$ cat src/hdl/cantx_params.svh
// Offsets, field positions, reset values and map of the transmit status block
`ifndef CANTX_PARAMS_SVH
`define CANTX_PARAMS_SVH

// ==========================================================================
// Register offsets (byte addresses)
`define CANTX_OFS_TXSTS     12'h008
`define CANTX_OFS_IRQ_STAT  12'h020
`define CANTX_OFS_IRQ_CLR   12'h024
`define CANTX_OFS_IRQ_EN    12'h028
`define CANTX_ADDR_W        12

// ==========================================================================
// Transmit status word layout
`define CANTX_MB_STRIDE     8
`define CANTX_POS_DONE      0
`define CANTX_POS_OK        1
`define CANTX_POS_ARB       2
`define CANTX_POS_ERR       3
`define CANTX_POS_ABORT     7
`define CANTX_POS_FREE      24
`define CANTX_POS_EMPTY     26
`define CANTX_POS_LOWP      29
`define CANTX_TXSTS_RESET   32'h1C000000

// ==========================================================================
// Interrupt status layout: done events, then failure events
`define CANTX_IRQ_POS_DONE  0
`define CANTX_IRQ_POS_FAIL  3
`define CANTX_IRQ_W         6

`endif

$ cat src/hdl/cantx_pkg.sv
// Types shared by the transmit status block
package cantx_pkg;
  typedef logic [1:0]  cantx_mbnum_t;   // Mailbox number
  typedef logic [31:0] cantx_word_t;    // Bus data word
  typedef logic [3:0]  cantx_w1c_t;     // Done, ok, arb, err clear strobes
endpackage

$ cat src/hdl/cantx_mailbox.sv
// One transmit mailbox: pending state, outcome flags and abort request
`timescale 1ns/1ps
module cantx_mailbox
  import cantx_pkg::*;
(
  input  wire logic       i_mclk,       // Clock
  input  wire logic       i_rst_n,      // Async reset, active low
  input  wire logic       i_req,        // New transmit request accepted
  input  wire logic       i_start,      // Engine starts sending this mailbox
  input  wire logic       i_ok,         // Attempt succeeded
  input  wire logic       i_arb,        // Attempt lost arbitration
  input  wire logic       i_err,        // Attempt failed on error
  input  wire cantx_w1c_t i_w1c,        // Software clear strobes
  input  wire logic       i_abort_set,  // Software abort strobe
  output logic            o_done,       // Request done flag
  output logic            o_ok,         // Send ok flag
  output logic            o_arb,        // Arbitration lost flag
  output logic            o_err,        // Send error flag
  output logic            o_abort,      // Abort request flag
  output logic            o_pending,    // Message waiting to send
  output logic            o_done_evt,   // Done flag sets this cycle
  output logic            o_fail_evt    // Attempt failed this cycle
);
  logic busy_q;
  logic fail;
  logic drop;
  logic finish;

  // Outcome decode; an idle aborted message leaves at once
  assign fail       = busy_q & (i_arb | i_err);
  assign drop       = o_pending & o_abort & ~busy_q & ~i_start;
  assign finish     = (busy_q & i_ok) | (fail & o_abort) | drop;
  assign o_done_evt = finish;
  assign o_fail_evt = fail;

  // Pending message and in-flight state
  always_ff @(posedge i_mclk or negedge i_rst_n) begin
    if (!i_rst_n) begin
      o_pending <= 1'b0;
      busy_q    <= 1'b0;
    end else begin
      if (finish) begin
        o_pending <= 1'b0;
      end else if (i_req) begin
        o_pending <= 1'b1;
      end
      if (i_start && o_pending) begin
        busy_q <= 1'b1;
      end else if (busy_q && (i_ok || i_arb || i_err)) begin
        busy_q <= 1'b0;
      end
    end
  end

  // Request done: cleared by software or new request, set wins
  always_ff @(posedge i_mclk or negedge i_rst_n) begin
    if (!i_rst_n) begin
      o_done <= 1'b0;
    end else if (finish) begin
      o_done <= 1'b1;
    end else if (i_req || i_w1c[0]) begin
      o_done <= 1'b0;
    end
  end

  // Success flag: zero after a failed or dropped attempt
  always_ff @(posedge i_mclk or negedge i_rst_n) begin
    if (!i_rst_n) begin
      o_ok <= 1'b0;
    end else if (busy_q && i_ok) begin
      o_ok <= 1'b1;
    end else if (fail || drop || i_w1c[1]) begin
      o_ok <= 1'b0;
    end
  end

  // Arbitration lost and error flags
  always_ff @(posedge i_mclk or negedge i_rst_n) begin
    if (!i_rst_n) begin
      o_arb <= 1'b0;
      o_err <= 1'b0;
    end else begin
      if (busy_q && i_arb) begin
        o_arb <= 1'b1;
      end else if (i_w1c[2]) begin
        o_arb <= 1'b0;
      end
      if (busy_q && i_err) begin
        o_err <= 1'b1;
      end else if (i_w1c[3]) begin
        o_err <= 1'b0;
      end
    end
  end

  // Abort request: takes only on a pending message, hardware clears it
  always_ff @(posedge i_mclk or negedge i_rst_n) begin
    if (!i_rst_n) begin
      o_abort <= 1'b0;
    end else if (finish || !o_pending) begin
      o_abort <= 1'b0;
    end else if (i_abort_set && !(busy_q && i_ok)) begin
      o_abort <= 1'b1;
    end
  end
endmodule // cantx_mailbox

$ cat src/hdl/cantx_status.sv
// Transmit status register block for three CAN transmit mailboxes
//
// The APB register port was decided locally.
`timescale 1ns/1ps
`include "cantx_params.svh"
module cantx_status
  import cantx_pkg::*;
#(
  parameter int PRIO_W = 29                        // Width of a priority key
)(
  input  wire logic                  i_mclk,       // Clock, 50 MHz
  input  wire logic                  i_rst_n,      // Async reset, active low
  // APB slave
  input  wire logic                  i_psel,       // Select
  input  wire logic                  i_penable,    // Access phase
  input  wire logic                  i_pwrite,     // Write direction
  input  wire logic [11:0]           i_paddr,      // Byte address
  input  wire logic [31:0]           i_pwdata,     // Write data
  output logic      [31:0]           o_prdata,     // Read data
  output logic                       o_pready,     // Transfer ready
  output logic                       o_pslverr,    // Unmapped address
  // Protocol engine side, one bit or one PRIO_W-bit key per mailbox
  input  wire logic [2:0]            i_tx_req,     // Transmit request accepted
  input  wire logic [2:0]            i_tx_start,   // Attempt begins
  input  wire logic [2:0]            i_tx_ok,      // Attempt succeeded
  input  wire logic [2:0]            i_tx_arb,     // Attempt lost arbitration
  input  wire logic [2:0]            i_tx_err,     // Attempt failed on error
  input  wire logic [3*PRIO_W-1:0]   i_prio_key,   // Keys, lower value wins
  output logic      [2:0]            o_mb_pending, // Message waiting per mailbox
  output logic                       o_irq         // Interrupt, active high
);

  // ========================================================================
  // Bus decode
  logic       acc;
  logic       wr;
  logic       sel_txsts;
  logic       sel_istat;
  logic       sel_iclr;
  logic       sel_ien;
  logic       mapped;

  assign acc       = i_psel & i_penable & o_pready;
  assign wr        = acc & i_pwrite;
  assign sel_txsts = (i_paddr == `CANTX_OFS_TXSTS);
  assign sel_istat = (i_paddr == `CANTX_OFS_IRQ_STAT);
  assign sel_iclr  = (i_paddr == `CANTX_OFS_IRQ_CLR);
  assign sel_ien   = (i_paddr == `CANTX_OFS_IRQ_EN);
  assign mapped    = sel_txsts | sel_istat | sel_iclr | sel_ien;

  // ========================================================================
  // Mailboxes
  logic [2:0] done;
  logic [2:0] ok;
  logic [2:0] arb;
  logic [2:0] err;
  logic [2:0] abort;
  logic [2:0] pending;
  logic [2:0] done_evt;
  logic [2:0] fail_evt;

  for (genvar m = 0; m < 3; m++) begin : g_mb
    cantx_w1c_t w1c;
    logic       abort_set;

    // Write-one strobes for this mailbox byte
    assign w1c[0] = wr & sel_txsts & i_pwdata[m*`CANTX_MB_STRIDE + `CANTX_POS_DONE];
    assign w1c[1] = wr & sel_txsts & i_pwdata[m*`CANTX_MB_STRIDE + `CANTX_POS_OK];
    assign w1c[2] = wr & sel_txsts & i_pwdata[m*`CANTX_MB_STRIDE + `CANTX_POS_ARB];
    assign w1c[3] = wr & sel_txsts & i_pwdata[m*`CANTX_MB_STRIDE + `CANTX_POS_ERR];
    assign abort_set = wr & sel_txsts
                     & i_pwdata[m*`CANTX_MB_STRIDE + `CANTX_POS_ABORT];

    cantx_mailbox u_mb (
      .i_mclk      (i_mclk),
      .i_rst_n     (i_rst_n),
      .i_req       (i_tx_req[m]),
      .i_start     (i_tx_start[m]),
      .i_ok        (i_tx_ok[m]),
      .i_arb       (i_tx_arb[m]),
      .i_err       (i_tx_err[m]),
      .i_w1c       (w1c),
      .i_abort_set (abort_set),
      .o_done      (done[m]),
      .o_ok        (ok[m]),
      .o_arb       (arb[m]),
      .o_err       (err[m]),
      .o_abort     (abort[m]),
      .o_pending   (pending[m]),
      .o_done_evt  (done_evt[m]),
      .o_fail_evt  (fail_evt[m])
    );
  end

  assign o_mb_pending = pending;

  // ========================================================================
  // Free mailbox code: lowest-numbered empty mailbox, zero when all full
  cantx_mbnum_t free_code;

  always_comb begin
    free_code = 2'h0;
    if (!pending[0]) begin
      free_code = 2'h0;
    end else if (!pending[1]) begin
      free_code = 2'h1;
    end else if (!pending[2]) begin
      free_code = 2'h2;
    end
  end

  // ========================================================================
  // Least priority among pending mailboxes, flagged only when two or more are pending; ties go to the higher number
  logic [2:0] lowp;
  logic [1:0] npend;

  assign npend = 2'(pending[0]) + 2'(pending[1]) + 2'(pending[2]);

  always_comb begin
    logic [PRIO_W-1:0] km;
    logic [PRIO_W-1:0] kk;
    km = '0;
    kk = '0;
    lowp = 3'h0;
    for (int m = 0; m < 3; m++) begin
      km = i_prio_key[m*PRIO_W +: PRIO_W];
      lowp[m] = pending[m] && (npend > 2'h1);
      for (int k = 0; k < 3; k++) begin
        kk = i_prio_key[k*PRIO_W +: PRIO_W];
        if (k != m && pending[k]) begin
          if (km < kk || (km == kk && m < k)) begin
            lowp[m] = 1'b0;
          end
        end
      end
    end
  end

  // ========================================================================
  // Transmit status word; reserved positions stay zero
  cantx_word_t txsts;

  always_comb begin
    txsts = 32'h00000000;
    for (int m = 0; m < 3; m++) begin
      txsts[m*`CANTX_MB_STRIDE + `CANTX_POS_DONE]  = done[m];
      txsts[m*`CANTX_MB_STRIDE + `CANTX_POS_OK]    = ok[m];
      txsts[m*`CANTX_MB_STRIDE + `CANTX_POS_ARB]   = arb[m];
      txsts[m*`CANTX_MB_STRIDE + `CANTX_POS_ERR]   = err[m];
      txsts[m*`CANTX_MB_STRIDE + `CANTX_POS_ABORT] = abort[m];
    end
    txsts[`CANTX_POS_FREE +: 2]  = free_code;
    txsts[`CANTX_POS_EMPTY +: 3] = ~pending;
    txsts[`CANTX_POS_LOWP +: 3]  = lowp;
  end

  // ========================================================================
  // Interrupt status, enable and output
  logic [`CANTX_IRQ_W-1:0] istat_q;
  logic [`CANTX_IRQ_W-1:0] ien_q;
  logic [`CANTX_IRQ_W-1:0] iset;
  logic [`CANTX_IRQ_W-1:0] iclr;

  assign iset = {fail_evt, done_evt};
  assign iclr = (wr && sel_iclr) ? i_pwdata[`CANTX_IRQ_W-1:0] : '0;

  // Sticky events; a new event beats a clear in the same cycle
  always_ff @(posedge i_mclk or negedge i_rst_n) begin
    if (!i_rst_n) begin
      istat_q <= '0;
    end else begin
      istat_q <= (istat_q & ~iclr) | iset;
    end
  end

  // Interrupt enable register
  always_ff @(posedge i_mclk or negedge i_rst_n) begin
    if (!i_rst_n) begin
      ien_q <= '0;
    end else if (wr && sel_ien) begin
      ien_q <= i_pwdata[`CANTX_IRQ_W-1:0];
    end
  end

  // Level interrupt from enabled status bits
  always_ff @(posedge i_mclk or negedge i_rst_n) begin
    if (!i_rst_n) begin
      o_irq <= 1'b0;
    end else begin
      o_irq <= |(((istat_q & ~iclr) | iset) & ien_q);
    end
  end

  // ========================================================================
  // APB answer: ready in the first access cycle, data captured in setup
  always_ff @(posedge i_mclk or negedge i_rst_n) begin
    if (!i_rst_n) begin
      o_pready  <= 1'b0;
      o_pslverr <= 1'b0;
    end else begin
      o_pready  <= i_psel & ~i_penable;
      o_pslverr <= i_psel & ~i_penable & ~mapped;
    end
  end

  // Read data; clear register reads as zero
  always_ff @(posedge i_mclk or negedge i_rst_n) begin
    if (!i_rst_n) begin
      o_prdata <= 32'h00000000;
    end else if (i_psel && !i_penable && !i_pwrite) begin
      if (sel_txsts) begin
        o_prdata <= txsts;
      end else if (sel_istat) begin
        o_prdata <= {{(32-`CANTX_IRQ_W){1'b0}}, istat_q};
      end else if (sel_ien) begin
        o_prdata <= {{(32-`CANTX_IRQ_W){1'b0}}, ien_q};
      end else begin
        o_prdata <= 32'h00000000;
      end
    end
  end

endmodule // cantx_status

$ cat config.mk
export PLATFORM = sky130hd
export DESIGN_NAME = cantx_status
export DESIGN_NICKNAME = d
export VERILOG_FILES = /design/src/hdl/cantx_pkg.sv /design/src/hdl/cantx_mailbox.sv /design/src/hdl/cantx_status.sv
export VERILOG_INCLUDE_DIRS = /design/src /design/src/hdl
export SDC_FILE = /design/constraint.sdc
export NUM_CORES = 1
export LEC_CHECK = 0
export ABC_AREA = 1
export BUFFER_PORTS_ARGS = -buffer_cell sky130_fd_sc_hd__buf_4
export CORE_ASPECT_RATIO = 1.4
export CORE_MARGIN = 8
export CORE_UTILIZATION = 50
export CTS_CLUSTER_DIAMETER = 60
export CTS_CLUSTER_SIZE = 16
export DETAILED_ROUTE_END_ITERATION = 7
export GPL_TIMING_DRIVEN = 1
export PLACE_DENSITY = 0.82
export SKIP_LAST_GASP = 1
export SLEW_MARGIN = 20
export SYNTH_ARGS = -nofsm -noshare
export SYNTH_HDL_FRONTEND = slang
export SYNTH_SLANG_ARGS = --single-unit
$ cat constraint.sdc
create_clock -name i_mclk -period 2.4 [get_ports i_mclk]
set_clock_uncertainty 0.1 [all_clocks]
set_input_delay 0.12 -clock i_mclk [delete_from_list [all_inputs] [get_ports i_mclk]]
set_output_delay 0.12 -clock i_mclk [all_outputs]
set_load 0.01 [all_outputs]
[Yosys cells after proc, flatten, opt, wreduce, memory -nomap -nowiden]
Cells that the tools add are included.
Widths: inputs -> output; s select.
Cells by class
  $lt $le $gt $ge: 7
  bitwise gates (word level): 64
  reduce and logical (&&, ||, !) cells: 76
  add/sub/neg operators: 2
  multiplexer cells: 61
  equal/unequal tests: 7
Operators by type and width (number)
  $lt 29x29->1: 6
  $eq 29x29->1: 3
  $mux 1: 54
  $reduce_bool 2->1: 21
  $and 1x1->1: 39
  $eq 12x6->1 const B: 3
  $mux 32: 1
  $logic_and 1x1->1: 25
  $logic_or 1x1->1: 21
  $mux 6: 3
  $and 6x6->6: 2
  $eq 12x4->1 const B: 1
  $or 1x1->1: 12
  $logic_not 1->1: 8
  $not 1->1: 8
  $mux 2: 3
  $not 6->6: 1
  $or 6x6->6: 1
  $reduce_or 6->1: 1
  $not 3->3: 1
  $add 1x1->2: 1
  $add 2x1->2: 1
  $gt 2x1->1 const B: 1
Word-level totals
  word-level logic and storage cells: 244
  input port bits: 151
  register bits after elaboration: 68
  output and inout bits: 38

[Logic depth before layout (Yosys ltp)]
Gate-level depths: netlist (run 1).
  depth in word-level cells: 10
  depth in mapped cells: 14
  mapped depth without buffers: 14

[Hierarchy]
From an unflattened synthesis (run 1), not the netlist that was laid out.
Unflattened totals
  cell total of the unflattened synthesis: 735
  area, all modules: 5297.6 µm²
By module, submodules not included
  cantx_status: seq. area each 1001.0 µm², cells an instance 621, times used 1, area each 4347.9 µm²
  cantx_mailbox: seq. area each 175.2 µm², cells an instance 38, times used 3, area each 316.6 µm²

[Worst setup path after synthesis (run 1)]
OpenSTA, ideal clock, no wires.
  path type: input to register
  from: input i_prio_key[57]
  to: register o_prdata[30]
  slack: 972 ps
  library setup time: 116 ps
  data arrival time: 1212 ps
  data required time: 2184 ps
  stages on the path: 11
  path buffers: 0
  path through: inv_1 > ha_1 > nand2_1 > nor2_1 > nand2_1 > nor4_1 > nand2_1 > nand3_1 > nand2_1 > nand2_1 > nand2_1
On the way
  cells in the longest elaborated chain, start to end: 6
  elaborated cells between the ends (all ways): 9
  classes of those cells: order compare: 2; eq/ne: 1; mux: 5; reduce/logical: 1
Ends and longest elaborated chain
  from (decl): line cantx_status.sv:28  | input wire logic [3*PRIO_W-1:0] i_prio_key,
  $lt 29x29->1: line cantx_status.sv:131  | if (km < kk || (km == kk && m < k)) begin
  $mux 1: line cantx_status.sv:131
  $mux 1: line cantx_status.sv:130  | if (k != m && pending[k]) begin
  $mux 1: line cantx_status.sv:131
  $mux 1 *: line cantx_status.sv:130
  $mux 32 *: line cantx_status.sv:211  | if (sel_txsts) begin
  to (signal assigned): line cantx_status.sv:212  | o_prdata <= txsts;
  to (signal assigned): line cantx_status.sv:214  | o_prdata <= {{(32-`CANTX_IRQ_W){1'b0}}, istat_q};
  to (signal assigned): line cantx_status.sv:216  | o_prdata <= {{(32-`CANTX_IRQ_W){1'b0}}, ien_q};
  to (decl): line cantx_status.sv:19  | output logic [31:0] o_prdata,
Mark *: on every way between the ends. The rest lies on a longest branch, timed or not.
A chain may end at the register's enable or synchronous reset.

[Worst setup path after layout (run 1)]
  from: input i_penable
  to: register g_mb[1].u_mb.o_ok
On the way
  cells in the longest elaborated chain, start to end: 7
Ends and longest elaborated chain
  from (decl): line cantx_status.sv:15  | input wire logic i_penable,
  $and 1x1->1 (2 in series): line cantx_status.sv:43  | assign acc = i_psel & i_penable & o_pready;
  $and 1x1->1: line cantx_status.sv:44  | assign wr = acc & i_pwrite;
  $and 1x1->1 (2 in series): line cantx_status.sv:68  | assign w1c[1] = wr & sel_txsts & i_pwdata[m*`CANTX_MB_STRIDE + `CANTX_POS_OK];
  $logic_or 1x1->1: line cantx_mailbox.sv:72  | end else if (fail || drop || i_w1c[1]) begin
  $reduce_bool 2->1 (no line)
  to (signal assigned): line cantx_mailbox.sv:69  | o_ok <= 1'b0;
  to (signal assigned): line cantx_mailbox.sv:71  | o_ok <= 1'b1;
  to (signal assigned): line cantx_mailbox.sv:73  | o_ok <= 1'b0;
  to (decl): line cantx_mailbox.sv:16  | output logic o_ok,
Every way passes these cells.

==> impl_metrics.json, run 1 <==
{
  "place_hpwl_um": 12200,
  "grt-ovfl-total": 0,
  "firstDrtPassIters": 4,
  "layout_min_cycle_time_ns": 2.14,
  "synth_ff_type": "dfrtp_1",
  "synth_top_area_share_pct": 29.2,
  "hold_viol": 0,
  "portBuffers": 166,
  "cp_num_buf_inv": 4,
  "cts_tree": "yes",
  "grt_max_degree": 62,
  "layout-area-overhead-vs-synth_pct": 38.0,
  "core-area_um2": 10300,
  "viasPerCell": 4.94,
  "die-width_um": 102,
  "ioPinCount": 189,
  "max-clock-path-buffers": 2,
  "syn_avg_cell_area_um2": 7.51,
  "clk_pin_slew_worst_paths_ns": 0.05,
  "seq_area_frac_synth_pct": 29.2,
  "drive_gt1_share_pct": 24.5,
  "hp-start": "i_pwdata[17]",
  "power_leakage_nw": 4.06,
  "synth_area_leaders": "dfrtp_1 29%, ha_1 21%, nand2_1 14%",
  "antenna_found_initial": 0,
  "synth_cell_type_count": 35,
  "syn_area_um2": 5220,
  "critical_path_required_ns": 2.50,
  "maxCapViolCount": 0,
  "die-area_um2": 14000,
  "synth_edf_count": 0,
  "endpoint_kind": "flip-flop",
  "final_area_um2": 7210,
  "synth_seq_cells": 61,
  "antenna_cells": 0,
  "htree_levels": 3,
  "ir_worst_vdd_v": 0.000664,
  "start_kind": "input port",
  "hold_end": "g_mb[2].u_mb.o_ok",
  "fmax_ghz": 0.466,
  "fin_tns_setup_ns": 0,
  "yosysTopAreaCell": "dfrtp_1",
  "tightest_slew_ns": 0.763,
  "core.rowCount": 44,
  "vias": 5156,
  "nets": 1139,
  "relSlewSlack_pct": 49.2,
  "setup_viol": 0,
  "r2r_end": "g_mb[1].u_mb.o_ok",
  "grt_pass1_wl_um": 23900,
  "rsz0062_at_grt": "false",
  "power_density_nw_per_um2": 442,
  "cts_resized": 0,
  "postPlaceCellArea_um2": 6580,
  "cp_slowest_cell": "dlygate4sd3_1",
  "hp-class": "input port to flip-flop",
  "drt_iter0_drc": 190,
  "worstPathCellList": "dlygate4sd3_1 > buf_4 > nand3_1 > nor2_4 > inv_2 > nor2_4 > nand2_1 > nand3_1 > o21ai_0 > dlygate4sd3_1",
  "ant_nets": 0,
  "post-route-util_pct": 70.0,
  "r2r_setup_slack_ns": 0.38,
  "critPathTopFamily": "buffers and inverters",
  "arrival_ns": 2.24,
  "status": "completed",
  "slowest_delay_ns": 0.58,
  "wl_um": 14900,
  "post_drt_wl_per_cell_um": 14.3,
  "r2r_cells": 8,
  "drc": 0,
  "first_global_vias": 5364,
  "synth.most_common_cell": "nand2_1",
  "r2r-start": "o_pready",
  "initial_core_util_pct": 50.7,
  "cts_sinks": 61,
  "place_congestion": 0.886,
  "cts-buffers-inserted": 9,
  "worstSkewPairLatency_ns": 0.32,
  "holdPathStages": 4,
  "ys_async_sr_fraction_pct": 100,
  "synth_warnings": 0,
  "min_period_over_period_pct": 89.3,
  "path_max_fanout": 10,
  "syn_inst": 696,
  "ys_top_cells_by_count": "190 x nand2_1, 116 x inv_1, 88 x ha_1",
  "cts_root_buf": "clkbuf_16",
  "crit_type": "input port to flip-flop",
  "die_h_um": 137,
  "maxSlewViolCount": 0,
  "grt.total_usage_pct": 21.6
}
-- area by class of cell --
type	count	area [um^2]
Fill cell	841	3080
Timing Repair Buffer	203	1600
Tap cell	138	173
Inverter	124	465
Multi-Input combinational cell	501	3130
Clock inverter	3	42.5
Sequential cell	61	1530
Clock buffer	13	270
-- timing repair --
| item | 4_1_cts | 5_1_grt |
|---|---|---|
| hold endpoints to repair | 89 | 0 |
| hold buffers | 30 | 0 |
| buffers inserted | 0 | 3 |
| endpoints found under the setup margin | 0 | 1 |
-- per-stage QoR --
stage               power (mW)  std cells  worst slack (ns)  hold slack (ns)
finish                    3.19       1043             0.256         0.000298
global route              3.37       1043             0.112          0.00776
CTS                       3.21       1040             0.194          0.00171
detailed placement        1.83        994             0.568            0.147
global placement          1.81        994             0.603            0.145
floorplan                 1.50        702             0.972           -0.276
-- state kept, by name (all words and copies together), names as in the netlist --
| signal | cells |
|---|---|
| g_mb.u_mb.o_done | 3 |
| istat_q | 6 |
| g_mb.u_mb.o_err | 3 |
| g_mb.u_mb.o_ok | 3 |
| o_pready | 1 |
| g_mb.u_mb.o_pending | 3 |
| o_pslverr | 1 |
| ien_q | 6 |
| g_mb.u_mb.busy_q | 3 |
| g_mb.u_mb.o_abort | 3 |
| o_prdata | 25 |
| o_irq | 1 |
| g_mb.u_mb.o_arb | 3 |
-- cells in the final DEF (no fill, tap or decap), drive strengths merged --
master / netlist / routed
and2: 2 / 2
o211ai: 3 / 3
and3: 1 / 1
nor3: 7 / 7
o21ai: 28 / 28
o21a: 4 / 4
conb: 1 / 7
a211oi: 2 / 2
dfrtp: 61 / 61
a31oi: 1 / 1
clkinvlp: 0 / 1
nand2: 192 / 192
a21oi: 42 / 42
nand3b: 1 / 1
clkbuf: 0 / 13
clkinv: 0 / 1
a22o: 14 / 14
bufinv: 0 / 1
nor4: 5 / 5
ha: 88 / 88
a211o: 1 / 1
buf: 16 / 173
mux2: 2 / 2
o31ai: 2 / 2
dlygate4sd3: 0 / 30
a21o: 5 / 5
inv: 124 / 124
nand4: 10 / 10
nand3: 40 / 40
nor2: 44 / 44
-- per-layer routing --
layer | share of wire, % | global-route usage, % | up-vias
li1 | - | - | 2669
met1 | 38 | 22.3 | 2328
met2 | 54 | 41.3 | 134
met3 | 6.0 | 4.23 | 25
met4 | 2.1 | 7.62 | 0
met5 | 0 | 0 | -
-- where the power goes --
part           internal (mW)  total (mW)  switching, mW
clock network          0.886        1.33          0.444
logic                  0.370       0.757          0.386
registers               1.06        1.10         0.0404
total                   2.32        3.19          0.871
-- how the worst max path moves through the flow --
| stage | startpoint | to | slack (ns) | cells past startpoint |
|---|---|---|---|---|
| 6_report | i_penable | g_mb[1].u_mb.o_ok | 0.26 | 10 |
| 3_5_place_dp | i_prio_key[53] | o_prdata[30] | 0.57 | 12 |
| 5_1_grt | i_penable | g_mb[1].u_mb.o_ok | 0.11 | 10 |
| 4_1_cts | i_penable | g_mb[2].u_mb.o_arb | 0.19 | 9 |
| 2_1_floorplan | i_prio_key[57] | o_prdata[30] | 0.97 | 11 |
| 3_3_place_gp | i_prio_key[53] | o_prdata[30] | 0.60 | 12 |
-- logic make-up (layout without fill, tap and decap cells) --
kind of cell	after synthesis	count (layout)	share of synthesized area (%)
mux	2	2	0.431
compound gates	102	102	12.0
other cells	1	7	0.0718
flops	61	61	29.2
fa+ha+maj	88	88	21.1
buf+inv	140	343	11.2
simple gates	302	302	26.0
-- worst register-to-register path: stages (launching register included) --
cell and delay [ns]:
dfrtp_1 0.35, nand3_1 0.13, nor2_4 0.20, inv_2 0.07, nor2_4 0.24, nand2_1 0.09
nand3_1 0.07, o21ai_0 0.08, dlygate4sd3_1 0.58
(Power assumes the default switching activity.)
==> inputs of run 2 (changes only) <==
--- a/config.mk
+++ b/config.mk
@@ -8,14 +8,15 @@
 export LEC_CHECK = 0
 export ABC_AREA = 1
 export BUFFER_PORTS_ARGS = -buffer_cell sky130_fd_sc_hd__buf_4
-export CORE_ASPECT_RATIO = 1.4
+export CELL_PAD_IN_SITES_DETAIL_PLACEMENT = 0
+export CELL_PAD_IN_SITES_GLOBAL_PLACEMENT = 2
 export CORE_MARGIN = 8
-export CORE_UTILIZATION = 50
+export CORE_UTILIZATION = 30
 export CTS_CLUSTER_DIAMETER = 60
 export CTS_CLUSTER_SIZE = 16
 export DETAILED_ROUTE_END_ITERATION = 7
 export GPL_TIMING_DRIVEN = 1
-export PLACE_DENSITY = 0.82
+export PLACE_DENSITY = 0.9
 export SKIP_LAST_GASP = 1
 export SLEW_MARGIN = 20
 export SYNTH_ARGS = -nofsm -noshare
==> run 2 against run 1 <==
- non-clock buffer count fell by 2
- clock power fell by 14%
- critical endpoint is now g_mb[1].u_mb.o_arb
- die area rose by 56%
- critical path type unchanged
- routed wire length rose by 6.8%
- combinational power barely moved
- utilization fell by 28 points
- setup slack got worse by 0.11 ns
- clock-buffer cell count fell by 3
- largest cell class unchanged
- first-iteration DRC count fell by 15%
==> impl_metrics.json, run 2 (synthesis gave the netlist of run 1 again) <==
{
  "ant_nets": 0,
  "ioPinCount": 189,
  "dpl_worst_slack_ns": 0.562,
  "critPathTopFamily": "buffers and inverters",
  "fin_ws_ns": 0.150,
  "cp_slowest_cell": "dlygate4sd3_1",
  "relSlewSlack_pct": 46.8,
  "p_switching_mw": 0.863,
  "swShare_pct": 28.7,
  "core.rowCount": 48,
  "cts_root_buf": "clkbuf_16",
  "first_global_vias": 5146,
  "grt_pass1_wl_um": 25700,
  "core-area_um2": 17200,
  "die-width_um": 148,
  "layout_min_cycle_time_ns": 2.25,
  "hold_end": "g_mb[1].u_mb.o_ok",
  "largest-register": "o_prdata",
  "r2r_end": "g_mb[1].u_mb.o_arb",
  "power_frac_seq_pct": 36.7,
  "power_leakage_nw": 4.03,
  "wl_um": 15900,
  "drc": 0,
  "slowest_delay_ns": 0.56,
  "cts_tree": "yes",
  "post_cts_buffers": 0,
  "hold_viol": 0,
  "clk_pin_slew_worst_paths_ns": 0.05,
  "layout-area-overhead-vs-synth_pct": 39.0,
  "worstSkewPairLatency_ns": 0.32,
  "viasPerCell": 4.44,
  "htree_levels": 3,
  "place_hpwl_um": 13500,
  "fill_cells": 1806,
  "grt_max_degree": 62,
  "power_density_nw_per_um2": 414,
  "start_kind": "input port",
  "holdPathStages": 3,
  "antenna_found_initial": 0,
  "hp-start": "i_tx_ok[1]",
  "setup_viol": 0,
  "fin_tns_setup_ns": 0,
  "post_drt_wl_per_cell_um": 14.1,
  "r2r_setup_slack_ns": 0.21,
  "crit_type": "input port to flip-flop",
  "die-area_um2": 21900,
  "nets": 1137,
  "cts-buffers-inserted": 9,
  "cts_hold_buf": 32,
  "initial_core_util_pct": 30.4,
  "r2r-start": "o_pready",
  "grt.total_usage_pct": 14.5,
  "critical_path_required_ns": 2.50,
  "firstDrtPassIters": 4,
  "p_comb_share_pct": 25.2,
  "vias": 5001,
  "cts_resized": 0,
  "cp_num_buf_inv": 4,
  "die_h_um": 148,
  "hp-class": "input port to flip-flop",
  "antenna_cells": 0,
  "p_clk_share_pct": 38.1,
  "drive_gt1_share_pct": 24.2,
  "tightest_slew_ns": 0.798,
  "place_congestion": 0.791,
  "rsz0062_at_grt": "false",
  "intPower_mw": 2.14,
  "final_cell_mix": "190 x nand2_1, 169 x buf_4, 116 x inv_1",
  "r2r_cells": 7,
  "worstPathCellList": "dlygate4sd3_1 > buf_4 > nand3_1 > nor2_4 > inv_2 > nor2_4 > nand2_1 > a22o_1 > dlygate4sd3_1",
  "min_period_over_period_pct": 93.7,
  "max-clock-path-buffers": 2,
  "fmax_ghz": 0.445,
  "layout_commonest_cell": "nand2_1",
  "grt-ovfl-total": 0,
  "ir_worst_vdd_v": 0.000324,
  "endpoint_kind": "flip-flop",
  "portBuffers": 166,
  "drt_iter0_drc": 161,
  "maxCapViolCount": 0,
  "maxSlewViolCount": 0,
  "largest_reg_flops": 25,
  "path_max_fanout": 12,
  "arrival_ns": 2.35,
  "cts_sinks": 61,
  "status": "completed",
  "reg_top3": "o_prdata: 25 flops, ien_q: 6 flops, istat_q: 6 flops"
}
[run 2: cell types whose count changed in the layout (fill, tap and decap cells not counted), sizes merged]
cell and delta:
buf -4, bufinv -1, clkbuf -3, clkinv +3, dlygate4sd3 +2
[run 2: layer usage]
metal	vias to the layer above	global-route usage, %	routed length, um
li1	2665	-	-
met1	2210	18.8	7580
met4	0	2.70	87
met5	-	0	0
met3	8	3.24	844
met2	118	24.3	7400
[run 2: how the worst max path moves through the flow]
| stage | to | slack, ns | cells after the start | startpoint |
|---|---|---|---|---|
| floorplan | o_prdata[30] | 0.97 | 11 | i_prio_key[57] |
| global placement | o_prdata[30] | 0.60 | 12 | i_prio_key[53] |
| detailed placement | o_prdata[30] | 0.56 | 11 | i_prio_key[82] |
| CTS | g_mb[2].u_mb.o_err | 0.18 | 9 | i_penable |
| global route | g_mb[1].u_mb.o_arb | 0.07 | 9 | i_penable |
| finish | g_mb[1].u_mb.o_arb | 0.15 | 9 | i_penable |
[run 2: power groups by stage]
stage	Clock, mW	Sequential (mW)	Combinational, mW
after floorplan	0	1.11	0.395
after global placement	0	1.12	0.722
after detailed placement	0	1.12	0.724
after CTS	1.17	1.10	0.768
after global routing	1.22	1.11	0.869
final	1.14	1.10	0.757
[run 2: area by class of cell]
class / count / area, um^2 / share of cell area (%)
Clock inverter: 5 / 27.5 / 0.379
Tap cell: 225 / 282 / 3.88
Inverter: 124 / 465 / 6.41
Timing Repair Buffer: 201 / 1590 / 21.9
Clock buffer: 10 / 239 / 3.29
Multi-Input combinational cell: 501 / 3130 / 43.2
Sequential cell: 61 / 1530 / 21.0
[run 2: worst register-to-register path, delay by kind of cell (launching register included)]
family | cells | cell delay, ns
flops | 1 | 0.35
simple gates | 4 | 0.79
compound gates | 1 | 0.19
buf+inv | 2 | 0.63
[run 2: metrics by stage]
| stage | power (mW) | hold WS [ns] | cells | utilization, % | area, um^2 |
|---|---|---|---|---|---|
| floorplan | 1.50 | -0.276 | 702 | - | 5250 |
| global placement | 1.84 | 0.157 | 1080 | 38.9 | 6680 |
| detailed placement | 1.85 | 0.154 | 1080 | 38.9 | 6680 |
| CTS | 3.04 | 0.00792 | 1127 | 42.3 | 7260 |
| global route | 3.20 | 0.0218 | 1127 | 42.3 | 7260 |
| finish | 3.00 | 0.00719 | 1127 | 42.3 | 7260 |
==> inputs of run 3 (changes only) <==
--- a/config.mk
+++ b/config.mk
@@ -6,7 +6,6 @@
 export SDC_FILE = /design/constraint.sdc
 export NUM_CORES = 1
 export LEC_CHECK = 0
-export ABC_AREA = 1
 export BUFFER_PORTS_ARGS = -buffer_cell sky130_fd_sc_hd__buf_4
 export CELL_PAD_IN_SITES_DETAIL_PLACEMENT = 0
 export CELL_PAD_IN_SITES_GLOBAL_PLACEMENT = 2
@@ -16,7 +15,7 @@
 export CTS_CLUSTER_SIZE = 16
 export DETAILED_ROUTE_END_ITERATION = 7
 export GPL_TIMING_DRIVEN = 1
-export PLACE_DENSITY = 0.9
+export PLACE_DENSITY = 0.88
 export SKIP_LAST_GASP = 1
 export SLEW_MARGIN = 20
 export SYNTH_ARGS = -nofsm -noshare
==> run 3 against run 2 <==
- setup slack better by 0.12 ns
- clock-buffer cell count stayed put
- die area is 6.1% lower
- register-to-register slack better by 0.10 ns
- sequential cell count stayed put
- first-iteration DRC count is 37% higher
- via count is 5.0% lower
- utilization is 1.6 points higher
- maximum frequency is 5.9% higher
- final cell count is 13% lower
- critical path depth is 1 lower
- critical path type unchanged
- critical endpoint is now g_mb[2].u_mb.o_arb
- largest cell class unchanged
- largest power group unchanged
==> impl_metrics.json, run 3 <==
{
  "status": "completed",
  "synth.most_common_cell": "ha_1",
  "post-route-util_pct": 43.8,
  "holdPathStages": 3,
  "nets": 996,
  "place_congestion": 0.857,
  "tightest_slew_ns": 0.791,
  "hp-start": "i_pwdata[15]",
  "htree_levels": 3,
  "layout_min_cycle_time_ns": 2.13,
  "maxSlewViolCount": 0,
  "r2r-start": "o_pready",
  "synth_ff_type": "dfrtp_1",
  "relSlewSlack_pct": 47.3,
  "ant_nets": 0,
  "die-area_um2": 20500,
  "critical_path_required_ns": 2.51,
  "syn_inst": 555,
  "cts_sinks": 61,
  "synth_seq_cells": 61,
  "synth_edf_count": 0,
  "wl_um": 15800,
  "cts-buffers-inserted": 9,
  "firstDrtPassIters": 4,
  "synth_top_area_share_pct": 31.4,
  "endpoint_kind": "flip-flop",
  "r2r_cells": 6,
  "initial_core_util_pct": 30.6,
  "crit_type": "input port to flip-flop",
  "die-width_um": 143,
  "place_hpwl_um": 13400,
  "final_area_um2": 6960,
  "vias": 4752,
  "grt_pass1_wl_um": 24900,
  "power_leakage_nw": 3.58,
  "ys_top_cells_by_count": "88 x ha_1, 68 x inv_1, 63 x nand2_1",
  "core-area_um2": 15900,
  "first_global_vias": 5164,
  "layout-area-overhead-vs-synth_pct": 43.2,
  "maxCapViolCount": 0,
  "drt_iter0_drc": 221,
  "core.rowCount": 46,
  "worstSkewPairLatency_ns": 0.33,
  "drive_gt1_share_pct": 26.8,
  "setup_viol": 0,
  "post_cts_buffers": 0,
  "grt.total_usage_pct": 15.2,
  "fmax_ghz": 0.471,
  "portBuffers": 166,
  "start_kind": "input port",
  "hp-class": "input port to flip-flop",
  "ys_async_sr_fraction_pct": 100,
  "postPlaceCellArea_um2": 6340,
  "yosysTopAreaCell": "dfrtp_1",
  "synth_area_leaders": "dfrtp_1 31%, ha_1 23%, inv_1 5.2%",
  "final_cell_mix": "175 x buf_4, 88 x ha_1, 68 x inv_1",
  "r2r_end": "g_mb[2].u_mb.o_arb",
  "max-clock-path-buffers": 2,
  "synth_warnings": 0,
  "drc": 0,
  "post_drt_wl_per_cell_um": 16.2,
  "clk_pin_slew_worst_paths_ns": 0.06,
  "die_h_um": 143,
  "syn_avg_cell_area_um2": 8.77,
  "hold_viol": 0,
  "ir_worst_vdd_v": 0.000325,
  "grt_max_degree": 62,
  "cts_tree": "yes",
  "power_density_nw_per_um2": 456,
  "ioPinCount": 189,
  "syn_area_um2": 4860,
  "rsz0062_at_grt": "false",
  "timing.hold.ws_ns": 0.0158,
  "antenna_found_initial": 0,
  "seq_area_frac_synth_pct": 31.4,
  "fill_cells": 1597,
  "synth_cell_type_count": 47,
  "antenna_cells": 0,
  "fin_tns_setup_ns": 0,
  "viasPerCell": 4.86,
  "arrival_ns": 2.23,
  "hold_end": "g_mb[1].u_mb.o_abort",
  "r2r_setup_slack_ns": 0.31,
  "largest-register": "o_prdata",
  "min_period_over_period_pct": 88.6,
  "grt-ovfl-total": 0,
  "largest_reg_flops": 25,
  "cts_root_buf": "clkbuf_16",
  "path_max_fanout": 15,
  "layout_commonest_cell": "buf_4",
  "reg_top3": "o_prdata: 25 flops, ien_q: 6 flops, istat_q: 6 flops",
  "power_mw": 3.17
}
## run 3: cell types whose count changed after synthesis, sizes merged, moves of 5 or more
cell	before	now
a31oi	1	6
clkbuf	0	7
inv	124	69
mux2i	0	7
nand2	192	63
nand3	40	20
nand4	10	18
nor2	44	25
nor3b	0	7
## run 3: how the worst max path moves through the flow
stage | slack [ns] | startpoint | endpoint | depth (start not counted)
floorplan | 0.56 | i_paddr[1] | ien_q[0] | 5
global placement | 0.22 | i_prio_key[6] | o_prdata[29] | 9
detailed placement | 0.19 | i_prio_key[11] | o_prdata[29] | 9
CTS | 0.31 | o_pready | o_irq | 6
global route | 0.15 | o_pready | o_irq | 6
finish | 0.27 | i_psel | g_mb[2].u_mb.o_arb | 8
## run 3: final cells by class
class                      count  area, um^2  area share (%)
timing repair buffer         206        1620            23.3
clock inverter                 6        70.1            1.01
clock buffer                  10         239            3.43
tap                          216         270            3.88
inverter                      69         259            3.72
multi-input combinational    410        2980            42.7
sequential                    61        1530            21.9
## run 3: worst max-delay path: stages
cell           delay (ns)
dlygate4sd3_1        0.53
buf_4                0.11
nand4_1              0.22
nor2_1               0.17
buf_4                0.25
nand2_1              0.09
a22o_1               0.18
dlygate4sd3_1        0.55
## run 3: what timing repair did
action,4_1_cts,5_1_grt
hold buffers,31,0
gates resized for setup,0,0
endpoints found under the hold margin,86,0
## run 3: logic make-up after synthesis
family | count (synthesis) | synth area share [%]
simple gates | 163 | 16.5
other cells | 1 | 0.0771
flops | 61 | 31.4
compound gates | 139 | 18.7
fa+ha+maj | 88 | 22.6
mux | 13 | 2.83
buf+inv | 90 | 7.92
## run 3: metrics by stage
step,worst slack [ns],instances
floorplan,0.556,561
global placement,0.222,931
detailed placement,0.194,931
CTS,0.312,978
global route,0.147,978
finish,0.275,978
## run 3: routing by layer
layer	track usage, %	vias to the layer above	wire (um)
met5	0	-	0
met4	2.88	0	174
met3	4.15	15	932
met2	27.0	136	7890
met1	17.9	2209	6830
li1	-	2392	-
## run 3: report_power, final
part	switching (mW)	internal [mW]	total, mW
combinational	0.373	0.386	0.759
clock	0.486	0.838	1.32
sequential	0.0319	1.06	1.09
total	0.890	2.28	3.17
